==> src/include/dpf_pkg.sv <==
/*
 * dpf_pkg: constants for the dual pin function multiplexer.
 * Assumes a single 10 MHz clock domain and an active-low async reset.
 */
package dpf_pkg;

  localparam int unsigned DPF_NUM_REFS = 4;
  localparam int unsigned DPF_NUM_STATUS = 8;

  // function code field positions in the 8-bit setting
  localparam int unsigned DPF_PIN1_CODE_MSB = 7;
  localparam int unsigned DPF_PIN1_CODE_LSB = 4;
  localparam int unsigned DPF_PIN0_CODE_MSB = 3;
  localparam int unsigned DPF_PIN0_CODE_LSB = 0;

  localparam logic [3:0] DPF_CODE_FORCE_HOLD = 4'h1;
  localparam logic [3:0] DPF_CODE_FORCE_MID = 4'h2;
  localparam logic [3:0] DPF_CODE_MANUAL_SEL = 4'h7;
  localparam logic [3:0] DPF_CODE_LOCK0 = 4'h8;
  localparam logic [3:0] DPF_CODE_LOCK1 = 4'h9;
  localparam logic [3:0] DPF_CODE_LOCK_BOTH = 4'hA;
  localparam logic [3:0] DPF_CODE_ALARM = 4'hB;
  localparam logic [3:0] DPF_CODE_HOLDOVER = 4'hC;
  localparam logic [3:0] DPF_CODE_IRQ = 4'hD;
  localparam logic [3:0] DPF_CODE_SEL_STATUS = 4'hF;

  // default setting after startup: pin1 combined lock, pin0 alarm
  localparam logic [7:0] DPF_FUNC_RESET = 8'hAB;

  // edge count after reset release at which the synchroniser holds pins
  localparam logic [1:0] DPF_STRAP_AGE = 2'h2;

endpackage : dpf_pkg

==> src/verilog/dpf_pin_mux.sv <==
/*
 * dpf_pin_mux: function multiplexer for two general purpose pins.
 * Assumes status inputs come from same-clock logic, pins from outside.
 * The function setting is written through the documented register port.
 */
`timescale 1ns/1ns
// Behaviour
// each pin independently input or output
// output level equals status bit level
// invert bit inverts both output pins
// pin input overrides internal control bit
// manual pin select beats register selection
// other side avoids conflicting duplicate inputs
// upper nibble pin1, lower nibble pin0
// 0001 forces holdover on high
// 0010 forces mid control voltage
// low 0111 both pins select reference
// 1000 drives first loop lock
// 1001 drives second loop lock
// 1010 high when both loops locked
// 1011 low on enabled input loss
// 1100 low while in holdover
// 1101 drives interrupt level
// low 1111 both pins show reference
// pins sampled at reset release
// startup default 1010 upper, 1011 lower
// enables mask sticky bits for interrupt
// interrupt holds until sources cleared
// reserved codes act as unused inputs
// input pins pass two-flop synchroniser
module dpf_pin_mux
  import dpf_pkg::*;
#(
  parameter int unsigned NREF = dpf_pkg::DPF_NUM_REFS,
  parameter int unsigned NSTAT = dpf_pkg::DPF_NUM_STATUS
) (
  input wire logic clk,
  input wire logic rst_b,
  input wire logic [1:0] pin_in,
  output logic [1:0] pin_out,
  output logic [1:0] pin_oe,
  input wire logic func_wr,
  input wire logic [7:0] func_wdata,
  output logic [7:0] pin_function_select,
  output logic [7:0] strap_levels,
  input wire logic pin_output_invert,
  input wire logic force_mid_voltage_ctl,
  input wire logic force_holdover_ctl,
  input wire logic [1:0] reference_select_mode_bits,
  input wire logic [1:0] reg_ref_sel,
  input wire logic [NREF-1:0] reference_input_disable,
  input wire logic [NREF-1:0] signal_loss_alarm,
  input wire logic loop0_locked,
  input wire logic loop1_locked,
  input wire logic in_holdover,
  input wire logic [1:0] active_ref_idx,
  input wire logic [NSTAT-1:0] sticky_status_bits,
  input wire logic [NSTAT-1:0] irq_enable_bits,
  output logic force_holdover,
  output logic force_mid_voltage,
  output logic manual_ref_mode,
  output logic [1:0] ref_sel
);

  import dpf_pkg::*;

  // the reference index is two pins wide, so only four inputs fit
  if (NREF != 4)
  begin : g_bad_nref
    $error("dpf_pin_mux: NREF must be 4 for a 2-bit reference index");
  end
  if (NSTAT == 0)
  begin : g_bad_nstat
    $error("dpf_pin_mux: NSTAT must be at least 1");
  end

  logic [1:0] pin_sync;
  logic irq_level;
  logic [7:0] func_d;
  logic [7:0] func_q;
  logic [1:0] boot_d;
  logic [1:0] boot_q;
  logic [7:0] strap_d;
  logic [7:0] strap_q;
  logic [3:0] code [2];
  logic [1:0] is_out;
  logic [1:0] raw_out;
  logic manual_sel;
  logic status_sel;
  logic [1:0] fh_hit;
  logic [1:0] fm_hit;
  logic alarm_ok;

  dpf_sync2 #(
    .WIDTH(2)
  ) u_sync (
    .clk(clk),
    .rst_b(rst_b),
    .async_in(pin_in),
    .sync_out(pin_sync)
  );

  dpf_irq #(
    .NSTAT(NSTAT)
  ) u_irq (
    .clk(clk),
    .rst_b(rst_b),
    .sticky_status_bits(sticky_status_bits),
    .irq_enable_bits(irq_enable_bits),
    .irq_level(irq_level)
  );

  // setting register and reset-release strap capture
  always_comb
  begin
    func_d = func_q;
    boot_d = boot_q;
    strap_d = strap_q;
    if (boot_q != 2'h3)
      boot_d = boot_q + 2'h1;
    // sync flops are cleared by reset; wait until they show the level
    // the board drove at the first edge, before any pin is driven
    if (boot_q == DPF_STRAP_AGE)
      strap_d = {6'h00, pin_sync};
    if (func_wr)
      func_d = func_wdata; // register port write replaces the setting
  end

  always_ff @(posedge clk or negedge rst_b)
  begin
    if (!rst_b)
    begin
      func_q <= DPF_FUNC_RESET;
      boot_q <= 2'h0;
      strap_q <= 8'h00;
    end
    else
    begin
      func_q <= func_d;
      boot_q <= boot_d;
      strap_q <= strap_d;
    end
  end

  assign pin_function_select = func_q;
  assign strap_levels = strap_q;

  // per-pin code split
  assign code[1] = func_q[DPF_PIN1_CODE_MSB:DPF_PIN1_CODE_LSB];
  assign code[0] = func_q[DPF_PIN0_CODE_MSB:DPF_PIN0_CODE_LSB];

  assign manual_sel = (code[0] == DPF_CODE_MANUAL_SEL);
  assign status_sel = (code[0] == DPF_CODE_SEL_STATUS);

  // any enabled input losing signal pulls the alarm low
  assign alarm_ok = ~|(signal_loss_alarm & ~reference_input_disable);

  genvar gi;
  generate
    for (gi = 0; gi < 2; gi++)
    begin : g_pin
      always_comb
      begin
        raw_out[gi] = 1'b0;
        is_out[gi] = 1'b0;
        fh_hit[gi] = 1'b0;
        fm_hit[gi] = 1'b0;
        if (manual_sel)
        begin
          is_out[gi] = 1'b0;
        end
        else if (status_sel)
        begin
          is_out[gi] = 1'b1;
          raw_out[gi] = active_ref_idx[gi];
        end
        else
        begin
          // reserved codes fall through as unused inputs
          unique case (code[gi])
            DPF_CODE_FORCE_HOLD: fh_hit[gi] = 1'b1;
            DPF_CODE_FORCE_MID: fm_hit[gi] = 1'b1;
            DPF_CODE_LOCK0:
            begin
              is_out[gi] = 1'b1;
              raw_out[gi] = loop0_locked;
            end
            DPF_CODE_LOCK1:
            begin
              is_out[gi] = 1'b1;
              raw_out[gi] = loop1_locked;
            end
            DPF_CODE_LOCK_BOTH:
            begin
              is_out[gi] = 1'b1;
              raw_out[gi] = loop0_locked & loop1_locked;
            end
            DPF_CODE_ALARM:
            begin
              is_out[gi] = 1'b1;
              raw_out[gi] = alarm_ok;
            end
            DPF_CODE_HOLDOVER:
            begin
              is_out[gi] = 1'b1;
              raw_out[gi] = ~in_holdover;
            end
            DPF_CODE_IRQ:
            begin
              is_out[gi] = 1'b1;
              raw_out[gi] = irq_level;
            end
            default:
            begin
              is_out[gi] = 1'b0;
            end
          endcase
        end
      end
    end
  endgenerate

  // pin drivers: each pin steered by its own code unless pin0 holds 0111 or 1111
  logic [1:0] out_d;
  logic [1:0] out_q;
  logic [1:0] oe_d;
  logic [1:0] oe_q;

  always_comb
  begin
    oe_d = is_out;
    out_d = is_out & (raw_out ^ {2{pin_output_invert}});
  end

  always_ff @(posedge clk or negedge rst_b)
  begin
    if (!rst_b)
    begin
      out_q <= 2'b00;
      oe_q <= 2'b00;
    end
    else
    begin
      out_q <= out_d;
      oe_q <= oe_d;
    end
  end

  assign pin_out = out_q;
  assign pin_oe = oe_q;

  // input functions replace their register controls; a pin mapped to
  // the same function twice ORs, since conflicting levels are undefined;
  // registered so a setting change cannot glitch the loop controls
  logic fh_d;
  logic fh_q;
  logic fm_d;
  logic fm_q;
  logic manual_d;
  logic manual_q;
  logic [1:0] ref_sel_d;
  logic [1:0] ref_sel_q;

  always_comb
  begin
    fh_d = force_holdover_ctl;
    fm_d = force_mid_voltage_ctl;
    manual_d = 1'b0;
    ref_sel_d = reg_ref_sel;
    if (|fh_hit)
    begin
      fh_d = |(fh_hit & pin_sync);
      fm_d = 1'b0;
    end
    if (|fm_hit)
      fm_d = |(fm_hit & pin_sync);
    if (manual_sel)
    begin
      manual_d = 1'b1;
      ref_sel_d = pin_sync;
    end
    else if (reference_select_mode_bits == 2'h0)
      ref_sel_d = reg_ref_sel;
  end

  always_ff @(posedge clk or negedge rst_b)
  begin
    if (!rst_b)
    begin
      fh_q <= 1'b0;
      fm_q <= 1'b0;
      manual_q <= 1'b0;
      ref_sel_q <= 2'h0;
    end
    else
    begin
      fh_q <= fh_d;
      fm_q <= fm_d;
      manual_q <= manual_d;
      ref_sel_q <= ref_sel_d;
    end
  end

  assign force_holdover = fh_q;
  assign force_mid_voltage = fm_q;
  assign manual_ref_mode = manual_q;
  assign ref_sel = ref_sel_q;

endmodule : dpf_pin_mux

==> src/verilog/dpf_sync2.sv <==
/*
 * dpf_sync2: two-flop synchroniser for the pin input levels.
 * Assumes inputs are asynchronous to clk.
 */
`timescale 1ns/1ns
module dpf_sync2 #(
  parameter int unsigned WIDTH = 2
) (
  input wire logic clk,
  input wire logic rst_b,
  input wire logic [WIDTH-1:0] async_in,
  output logic [WIDTH-1:0] sync_out
);

  logic [WIDTH-1:0] meta_q;
  logic [WIDTH-1:0] sync_q;

  always_ff @(posedge clk or negedge rst_b)
  begin
    if (!rst_b)
    begin
      meta_q <= '0;
      sync_q <= '0;
    end
    else
    begin
      meta_q <= async_in;
      sync_q <= meta_q;
    end
  end

  assign sync_out = sync_q;

endmodule : dpf_sync2

==> src/verilog/dpf_irq.sv <==
/*
 * dpf_irq: masked interrupt level from sticky status bits.
 * Assumes the sticky bits are kept by the status register block.
 */
`timescale 1ns/1ns
module dpf_irq #(
  parameter int unsigned NSTAT = 8
) (
  input wire logic clk,
  input wire logic rst_b,
  input wire logic [NSTAT-1:0] sticky_status_bits,
  input wire logic [NSTAT-1:0] irq_enable_bits,
  output logic irq_level
);

  logic irq_d;
  logic irq_q;

  // pending until every enabled sticky source is cleared
  always_comb
  begin
    irq_d = |(sticky_status_bits & irq_enable_bits);
  end

  always_ff @(posedge clk or negedge rst_b)
  begin
    if (!rst_b)
      irq_q <= 1'b0;
    else
      irq_q <= irq_d;
  end

  assign irq_level = irq_q;

endmodule : dpf_irq

==> config.mk <==
export PLATFORM = sky130hd
export DESIGN_NAME = dpf_pin_mux
export DESIGN_NICKNAME = d
export VERILOG_FILES = /design/src/include/dpf_pkg.sv /design/src/verilog/dpf_pin_mux.sv /design/src/verilog/dpf_sync2.sv /design/src/verilog/dpf_irq.sv
export SDC_FILE = /design/constraint.sdc
export NUM_CORES = 1
export LEC_CHECK = 0
export BUFFER_PORTS_ARGS = -buffer_cell sky130_fd_sc_hd__buf_4
export CAP_MARGIN = 25
export CORE_MARGIN = 3
export CORE_UTILIZATION = 40
export CTS_CLUSTER_DIAMETER = 40
export DETAILED_ROUTE_END_ITERATION = 7
export PLACE_DENSITY = 0.76
export SETUP_SLACK_MARGIN = 0.2
export SLEW_MARGIN = 20
export SYNTH_ARGS = -nofsm -noshare
export SYNTH_HDL_FRONTEND = slang
export SYNTH_SLANG_ARGS = --single-unit
==> constraint.sdc <==
create_clock -name clk -period 1.52 [get_ports clk]
set_input_delay 0.076 -clock clk [delete_from_list [all_inputs] [get_ports clk]]
set_output_delay 0.076 -clock clk [all_outputs]
set_load 0.02 [all_outputs]
==> results by group, run 1 <==
Status
  • Outcome: finished with violations
  • Failing checks: negative setup slack

Yosys
  • Synth area leaders: dfrtp_1 39%, dfstp_2 9.8%, mux2_2 9.2%, buf_4 3.3%, nand2_1 2.8%
  • Synthesized flop and latch total: 26
  • Post-synth top area share: between 30 and 40%
  • Post-Syn Instances: 122
  • Yosys cell types: 40
  • Mapped Avg Cell Area: 11.0 µm²
  • Seq/Total Area, Yosys: 48.8%
  • Ys Warns: 0
  • Synth area leader: dfrtp_1
  • Cell Area, Synth: 1350 µm²

Cells and area
  • Final Util: 71.6%
  • Commonest cells after routing, fill and taps aside: 75 x buf_4, 21 x dlygate4sd3_1, 19 x dfrtp_1
  • Layout cell share with drive strength beyond 1: 51.1%
  • Area growth syn-to-layout: 66.4%
  • Nets: 271
  • Final std cells w/o fill: 263
  • N_diodes: 0
  • Most common cell after layout, fill and taps aside: buf_4

GRT
  • Vias in the first global route: ~1300
  • Pin count of the biggest net entering global routing: 27
  • Total global routing track utilization: between 10% and 20%
  • Initial antenna violation count: 0
  • Grt total ovfl: 0
  • First-pass GRT wire length: 5690 µm

Clock tree
  • Clock slew seen by the registers of the worst setup and hold paths: approximately 0.14 ns
  • Clock root cell: clkbuf_4
  • Cts bufs inserted: 3
  • Sink Count: 26
  • CTS tree: built
  • H-tree Lvls: 1
  • CTS max path bufs: 2
  • Skew-Pair Late Insertion Delay: 0.31 ns

Power
  • Gate power share: ~31%
  • Part of the power in registers: 43.8%
  • Lkg Pwr: 1.09 nW
  • Switching Share: 27.5%
  • Psw: slightly above 0.0005 W
  • Peak supply drop: 0.454 mV
  • Int Pwr: 0.00135 W
  • Clock share of power: 25.1%
  • Pwr Density: 833 nW/µm²

Hold path
  • Hold/Removal Path Class: input pin to flip-flop

Timing
  • Max Clock Freq: ~0.63 GHz
  • Post-layout worst setup margin: -0.0581 ns
  • Fin. max-slew vios: 0
  • Final min period: between 1.5 and 2 ns
  • Final Setup Violations: 3
  • Setup repair after global routing missed its margin: true
  • Fin. Hold Viols: 0
  • Final Skew: 0.00265 ns
  • Fin crit share: 104%

Critical path
  • Worst setup path class: flip-flop to flip-flop
  • Critical Path RT: 1.77 ns
  • Arr. time, crit path: 1.83 ns
  • Startpoint Class: flip-flop
  • R2R Setup Slk: -0.06 ns
  • CP Max Fanout: 3
  • Critical path endpoint category: flip-flop

Routing
  • Vias per cell: 4.76
  • DR vias: 1251
  • Drt pass-1 iters: 5
  • 1st-iter DRT viols: 53
  • Routed length per placed instance: 13.7 µm
  • Routed wire length: 3590 µm
  • Final ANT Viol Nets: 0
  • Drc violations: 0

Floorplanning
  • Die width: ~64 µm
  • Die height: ~64 µm
  • Row cnt: 20
  • Core area: 3130 µm²
  • DIE AREA: approximately 4100 µm²
  • Initial Util: 43.0%
  • Ports: 74

Placement
  • Placed cell count: 230
  • I/O Buffers: 65
  • DP HPWL: between 2000 and 3000 µm
  • Final GP Congestion: 0.768

Run
  • Max-cap violations: 0
[routing by layer]
layer | vias to the layer above | track usage [%] | share of wire (%)
met2 | 61 | 33.5 | 56
met1 | 588 | 20.8 | 37
met5 | - | 0 | 0
met4 | 0 | 3.23 | 0
met3 | 0 | 2.46 | 7.2
li1 | 602 | - | -
[cell families after synthesis]
group | synth area share (%)
AND/OR/NAND/NOR | 15.7
adder cells (fa/ha/maj) | 1.86
buffers and inverters | 8.27
multiplexers | 11.4
XOR/XNOR | 1.30
other | 0.279
flip-flops | 48.8
AO/OA/AOI/OAI | 12.4
[critical path, stage by stage, from the launching register on]
cell,delay [ns]
dfstp_2,0.57
and3b_1,0.18
o21ai_2,0.10
o21ai_1,0.07
a222oi_1,0.37
mux2i_1,0.23
[through the flow]
step                total power [W]  TNS, ns  hold WS [ns]  instance area, µm²  setup WS, ns
finish                      0.00187  -0.0990        0.0105                2240       -0.0581
CTS                         0.00184  -0.0620       0.00308                2160       -0.0620
detailed placement          0.00131  -0.0293      -0.00102                1880       -0.0293
floorplan                   0.00109   -0.249        -0.220                1390        -0.110
global placement            0.00130        0      -0.00897                1880       0.00188
global route                0.00197   -0.245       0.00136                2240        -0.154
[Yosys cell counts, drive strengths merged]
cell type  instances
clkbuf             2
nand4              1
a21oi              3
a31oi              2
nand2             11
dfrtp             21
a21boi             1
and2b              3
a222oi             1
a22oi              4
o31a               1
o21ai              8
mux2              11
nand3b             1
conb               1
and3b              1
nor3b              1
nor3               1
o221ai             1
nand3              4
o2111ai            1
o31ai              1
mux2i              3
and3               1
inv                5
ha                 2
nand2b             5
nor2b              4
nor2               3
xnor2              2
buf               10
o211ai             1
dfstp              5
[layout make-up]
type | count | area (µm²)
multi-input cells | 84 | 636
repair buffers | 100 | 818
well taps | 44 | 55.1
clock inverters | 1 | 30.0
inverters | 5 | 18.8
flip-flops and latches | 26 | 659
fillers | 221 | 888
clock buffers | 3 | 22.5
[worst paths after layout]
check	start	end	cells after the start
max in group asynchronous	rst_b	pin_function_select[3]$_DFFE_PN1P_	2
min in group asynchronous	rst_b	pin_out[0]$_DFF_PN0_	2
min	irq_enable_bits[1]	u_irq.irq_level$_DFF_PN0_	3
max reg2reg	pin_function_select[0]$_DFFE_PN1P_	pin_out[0]$_DFF_PN0_	5
min reg2reg	u_sync.meta_q[0]$_DFF_PN0_	u_sync.sync_out[0]$_DFF_PN0_	0
max	pin_function_select[0]$_DFFE_PN1P_	pin_out[0]$_DFF_PN0_	5
[state kept, by name (all words and copies together) (netlist names)]
register,cells
pin_function_select,8
ref_sel,2
pin_out,2
pin_oe,2
strap_levels,2
u_sync.sync_out,2
u_sync.meta_q,2
force_mid_voltage,1
u_irq.irq_level,1
manual_ref_mode,1
force_holdover,1
boot_q,2
[power groups by stage]
| stage | Combinational (W) | Clock [W] | Sequential, W |
|---|---|---|---|
| floorplan | 0.000216 | 0 | 0.000879 |
| global placement | 0.000470 | 0 | 0.000827 |
| detailed placement | 0.000482 | 0 | 0.000830 |
| CTS | 0.000543 | 0.000480 | 0.000817 |
| global route | 0.000625 | 0.000516 | 0.000826 |
| finish | 0.000579 | 0.000468 | 0.000818 |
[repair_timing]
action	in CTS	in global routing
setup buffers	3	5
hold buffers	19	2
endpoints found under the hold margin	39	1
pin swaps	2	2
gates resized for setup	5	7
setup endpoints to repair	7	11
No activity file was read; power rests on OpenSTA's default activity.
==> inputs of run 2 (changes only) <==
--- a/config.mk
+++ b/config.mk
@@ -11,7 +11,7 @@
 export CORE_UTILIZATION = 40
 export CTS_CLUSTER_DIAMETER = 40
 export DETAILED_ROUTE_END_ITERATION = 7
-export PLACE_DENSITY = 0.76
+export PLACE_DENSITY = 0.73
 export SETUP_SLACK_MARGIN = 0.2
 export SLEW_MARGIN = 20
 export SYNTH_ARGS = -nofsm -noshare
==> constraint.sdc (replaced) <==
create_clock -name clk -period 1.5 [get_ports clk]
set_input_delay 0.075 -clock clk [delete_from_list [all_inputs] [get_ports clk]]
set_output_delay 0.075 -clock clk [all_outputs]
set_load 0.02 [all_outputs]
==> run 2 against run 1 <==
  * The flow finishes with violations (negative hold slack, negative setup slack)
  * Sequential cell count unchanged
  * Worst hold slack worse by 0.029 ns
  * Highest routed layer unchanged
  * Global-route usage down 0.39 points
  * Combinational power down 3%
  * Via count down 1.4%
  * Routed wire length down 7.8%
  * Critical endpoint unchanged
  * Cell area down 1.1%
  * Register-to-register slack worse by 0.05 ns
  * Sequential share of layout area up 0.28 points
  * Critical path depth unchanged
  * Fmax down 1.6%
==> results by group, run 2 (synthesized netlist as in run 1, its figures left out) <==
Hold path
  • WHS Endpoint: u_irq.irq_level$_DFF_PN0_
  • Hold Path Cell Cnt: 3
  • Min-delay src: sticky_status_bits[6]
  • Hold/Removal Path Class: input pin to flip-flop

GRT
  • Initial antenna violation count: 0
  • Grt total ovfl: 0
  • Total global routing track utilization: 17.2%
  • Pin count of the biggest net entering global routing: 27
  • First-pass GRT wire length: between 5000 and 6000 µm
  • Vias in the first global route: 1317

Clock tree
  • Clock root cell: clkbuf_4
  • Cts bufs inserted: 3
  • CTS max path bufs: 2
  • Skew-Pair Late Insertion Delay: 0.31 ns
  • Clock slew seen by the registers of the worst setup and hold paths: ~0.14 ns
  • H-tree Lvls: 1
  • Sink Count: 26
  • CTS tree: built

Placement
  • I/O Buffers: 65
  • Placed cell count: 230
  • Pre-CTS setup slack: -0.0549 ns
  • Final GP Congestion: 0.799
  • DP HPWL: 2400 µm
  • Placed cell area: 1880 µm²

Critical path
  • Startpoint Class: flip-flop
  • Worst R2R End: pin_out[0]$_DFF_PN0_
  • Worst R2R Start: pin_function_select[0]$_DFFE_PN1P_
  • Worst setup path class: flip-flop to flip-flop
  • Critical Path RT: 1.75 ns
  • Critical path endpoint category: flip-flop
  • Arr. time, crit path: 1.85 ns
  • Worst reg-to-reg path cell count: 5
  • R2R Setup Slk: -0.10 ns
  • Setup crit start: pin_function_select[0]$_DFFE_PN1P_
  • CP Max Fanout: 5

Power
  • Lkg Pwr: 1.07 nW
  • Pwr Density: ~840 nW/µm²
  • Peak supply drop: 0.493 mV

Timing
  • Fin. Hold Viols: 1
  • Hold_ws: -0.0187 ns
  • Fin crit share: 107%
  • Max Clock Freq: 0.624 GHz
  • Setup repair after global routing missed its margin: true
  • Final min period: 1.60 ns
  • Fin. max-slew vios: 0
  • Post-layout worst setup margin: -0.104 ns
  • Final Setup Violations: 3
  • Final Skew: around 0.00091 ns

Status
  • Outcome: finished with violations
  • Failing checks: negative hold slack, negative setup slack

Cells and area
  • Commonest cells after routing, fill and taps aside: 74 x buf_4, 25 x dlygate4sd3_1, 20 x dfrtp_1
  • Area growth syn-to-layout: 64.5%
  • Layout cell share with drive strength beyond 1: 48.2%
  • Most common cell after layout, fill and taps aside: buf_4
  • N_diodes: 0
  • Final Util: a little over two thirds
  • Fin area: 2210 µm²
  • Final std cells w/o fill: 262
  • Max reg flops: 8
  • Nets: 270

Floorplanning
  • Ports: 74
  • Die height: ~64 µm
  • Core area: between 3000 and 4000 µm²
  • Die width: 64.0 µm
  • Initial Util: 43.0%
  • DIE AREA: 4100 µm²
  • Row cnt: 20

Routing
  • DR vias: between 1000 and 1500
  • Vias per cell: 4.71
  • Final ANT Viol Nets: 0
  • Routed length per placed instance: between 10 and 15 µm
  • Routed wire length: 3310 µm
  • Drt pass-1 iters: 4
  • Drc violations: 0
  • 1st-iter DRT viols: 56

Run
  • Max-cap violations: 0
[run 2: power breakdown]
part	leakage (nW)	internal (W)	switching [W]	total (W)
clock network	0.0279	0.000270	0.000201	0.000471
logic	0.748	0.000313	0.000246	0.000559
registers	0.295	0.000772	0.0000563	0.000828
total	1.07	0.00135	0.000503	0.00186
[run 2: worst max-delay path: stages, from the launching register on]
cell and delay [ns]:
dfstp_2 0.58, and3b_1 0.19, o21ai_2 0.10, o21ai_1 0.07, a222oi_1 0.35, mux2i_1 0.24
[run 2: routing by layer]
layer	part of all wire [%]	routed length (µm)	up-vias	global-route usage [%]
met1	39	1290	586	19.1
met5	0	0	-	0
met2	56	1850	45	33.3
met3	5.3	176	0	2.11
li1	-	-	603	-
met4	0	0	0	5.66
[run 2: repair_timing]
action / 4_1_cts / 5_1_grt
gates resized for setup: 0 / 5
hold endpoints to repair: 40 / 0
setup buffers: 1 / 2
hold buffers: 26 / 0
pin swaps: 1 / 2
setup endpoints to repair: 6 / 10
[run 2: layout make-up]
type | count | area, µm²
fill | 221 | 913
timing repair buffer | 99 | 806
sequential | 26 | 658
multi-input combinational | 84 | 624
tap | 44 | 55.1
clock inverter | 1 | 30.0
clock buffer | 3 | 22.5
inverter | 5 | 18.8
[run 2: worst max-delay path by stage]
stage | to | slack [ns] | cells past startpoint
detailed placement | pin_out[0]$_DFF_PN0_ | -0.05 | 5
global placement | pin_out[0]$_DFF_PN0_ | -0.03 | 5
floorplan | pin_out[0]$_DFF_PN0_ | -0.13 | 6
finish | pin_out[0]$_DFF_PN0_ | -0.10 | 5
CTS | pin_out[0]$_DFF_PN0_ | -0.09 | 5
global route | pin_out[0]$_DFF_PN0_ | -0.23 | 5
[run 2: per-stage QoR]
stage               total power [W]  TNS, ns
CTS                         0.00187   -0.218
finish                      0.00186   -0.179
floorplan                   0.00111   -0.309
global route                0.00196   -0.506
global placement            0.00131  -0.0299
detailed placement          0.00133  -0.0549
==> inputs of run 3 (changes only) <==
--- a/config.mk
+++ b/config.mk
@@ -7,7 +7,6 @@
 export LEC_CHECK = 0
 export BUFFER_PORTS_ARGS = -buffer_cell sky130_fd_sc_hd__buf_4
 export CAP_MARGIN = 25
-export CORE_MARGIN = 3
 export CORE_UTILIZATION = 40
 export CTS_CLUSTER_DIAMETER = 40
 export DETAILED_ROUTE_END_ITERATION = 7
==> constraint.sdc (replaced) <==
create_clock -name clk -period 1.5 [get_ports clk]
set_input_delay 0.3 -clock clk [delete_from_list [all_inputs] [get_ports clk]]
set_output_delay 0.3 -clock clk [all_outputs]
set_load 0.02 [all_outputs]
==> run 3 against run 2 <==
  * The run ends with negative setup slack left
  * Register-to-register slack got worse by 0.07 ns
  * Core utilization decreased by 4.2 points
  * Final cell count decreased by 7.3%
  * Critical path depth unchanged
  * Global-route usage is 0.97 points higher
  * Die area decreased by 12%
  * Cell area shrank 5.9%
  * Setup slack lost 0.067 ns
  * Worst hold slack improved by 0.093 ns
  * Routed wire length shrank 6.6%
  * Combinational power increased by 4.1%
==> results by group, run 3 (synthesized netlist as in run 1, its figures left out) <==
Run
  • Max-cap violations: 0

Critical path
  • Startpoint Class: flip-flop
  • Worst path top cell family by delay: flip-flops
  • Worst setup path class: flip-flop to flip-flop
  • CP Max Fanout: 4
  • Critical path endpoint category: flip-flop
  • Worst path buffer plus inverter count: 0
  • Max stage delay on crit path: 0.59 ns
  • Crit path max-delay cell type: dfstp_2
  • Critical path, cell by cell: and3b_1 -> o21ai_2 -> o21ai_1 -> a222oi_1 -> mux2i_1
  • Arr. time, crit path: 1.92 ns
  • Critical Path RT: 1.75 ns

Timing
  • Fin. max-slew vios: 0
  • Fin crit share: 111%
  • Setup repair after global routing missed its margin: true
  • Fin. Hold Viols: 0
  • Hold_ws: 0.0745 ns
  • Post-layout worst setup margin: -0.170 ns
  • Final Setup Violations: 6
  • Final Skew: 0.00142 ns
  • Final min period: between 1.5 and 2 ns
  • Max Clock Freq: 0.599 GHz

Clock tree
  • Clock slew seen by the registers of the worst setup and hold paths: 0.14 ns
  • Clock root cell: clkbuf_4
  • Skew-Pair Late Insertion Delay: 0.32 ns
  • H-tree Lvls: 1
  • Sink Count: 26
  • CTS max path bufs: 2
  • CTS tree: built
  • Cts bufs inserted: 3

Routing
  • Drt pass-1 iters: 5
  • Final ANT Viol Nets: 0
  • Routed length per placed instance: 12.7 µm
  • Routed wire length: slightly above 3000 µm
  • Drc violations: 0
  • 1st-iter DRT viols: 14
  • Vias per cell: 4.90
  • DR vias: roughly 1200

Floorplanning
  • Die width: 60.0 µm
  • Initial Util: 43.0%
  • Core area: 3130 µm²
  • Row cnt: 20
  • DIE AREA: 3600 µm²
  • Die height: between 60 and 70 µm
  • Ports: 74

GRT
  • Grt total ovfl: 0
  • Initial antenna violation count: 0
  • Total global routing track utilization: between 10% and 20%
  • First-pass GRT wire length: 4740 µm
  • Pin count of the biggest net entering global routing: 27
  • Vias in the first global route: 1144

Placement
  • Placed cell area: about 1900 µm²
  • Pre-CTS setup slack: -0.0894 ns
  • DP HPWL: around 2300 µm
  • I/O Buffers: 65
  • Final GP Congestion: 0.797
  • Placed cell count: 231

Cells and area
  • N_diodes: 0
  • Most common cell after layout, fill and taps aside: buf_4
  • Final std cells w/o fill: roughly 240
  • Max reg flops: 8
  • Nets: roughly 250
  • Fin area: about 2100 µm²
  • Commonest cells after routing, fill and taps aside: 66 x buf_4, 18 x dfrtp_1, 12 x buf_6
  • Final Util: 66.6%
  • Layout cell share with drive strength beyond 1: 57.8%
  • Area growth syn-to-layout: 54.8%

Power
  • Peak supply drop: 0.393 mV
  • Pwr Density: ~900 nW/µm²
  • Lkg Pwr: 1.02 nW

Status
  • Failing checks: negative setup slack
  • Outcome: finished with violations

Hold path
  • Hold/Removal Path Class: input pin to flip-flop
run 3: cell count changes in the layout (fill, tap and decap cells not counted), sizes merged:
| cell | change |
|---|---|
| buf | +5 |
| dlygate4sd3 | -24 |
run 3: cell type report:
class / instances / area (µm²)
timing repair buffer: 80 / 661
sequential: 26 / 661
clock buffer: 3 / 22.5
clock inverter: 1 / 30.0
multi-input combinational: 84 / 637
tap: 44 / 55.1
inverter: 5 / 18.8
fill: 242 / 1040
run 3: path summary, 6_finish.rpt:
check	start	end	slack, ns	cells past startpoint
min reg2reg	u_sync.meta_q[0]$_DFF_PN0_	u_sync.sync_out[0]$_DFF_PN0_	0.37	0
min in group asynchronous	rst_b	pin_out[0]$_DFF_PN0_	0.40	2
max	pin_function_select[0]$_DFFE_PN1P_	pin_out[0]$_DFF_PN0_	-0.17	5
max reg2reg	pin_function_select[0]$_DFFE_PN1P_	pin_out[0]$_DFF_PN0_	-0.17	5
min	pin_in[0]	u_sync.meta_q[0]$_DFF_PN0_	0.07	1
max in group asynchronous	rst_b	pin_function_select[5]$_DFFE_PN1P_	0.81	2
run 3: through the flow:
stage          total power, W  setup TNS (ns)
6_report              0.00188          -0.453
5_1_grt               0.00198          -0.750
4_1_cts               0.00188          -0.233
3_5_place_dp          0.00133          -0.127
3_3_place_gp          0.00131         -0.0469
2_1_floorplan         0.00111          -0.309
run 3: repair_timing:
action,in CTS,in global routing
endpoints found under the setup margin,13,16
resized for setup,13,9
endpoints found under the hold margin,21,0
setup buffers,6,1
hold buffers,1,0
pin swaps,1,5
run 3: report_power, final:
| group | internal (W) | total (W) | switching (W) | leakage (nW) |
|---|---|---|---|---|
| sequential | 0.000772 | 0.000822 | 0.0000495 | 0.293 |
| clock | 0.000270 | 0.000474 | 0.000204 | 0.0279 |
| combinational | 0.000321 | 0.000582 | 0.000260 | 0.697 |
run 3: layer usage:
layer / track usage, % / routed length, µm / up-vias
li1: - / - / 564
met1: 20.2 / 1210 / 563
met2: 32.1 / 1630 / 55
met3: 3.68 / 199 / 8
met4: 10.3 / 57 / 0
met5: 0 / 0 / -
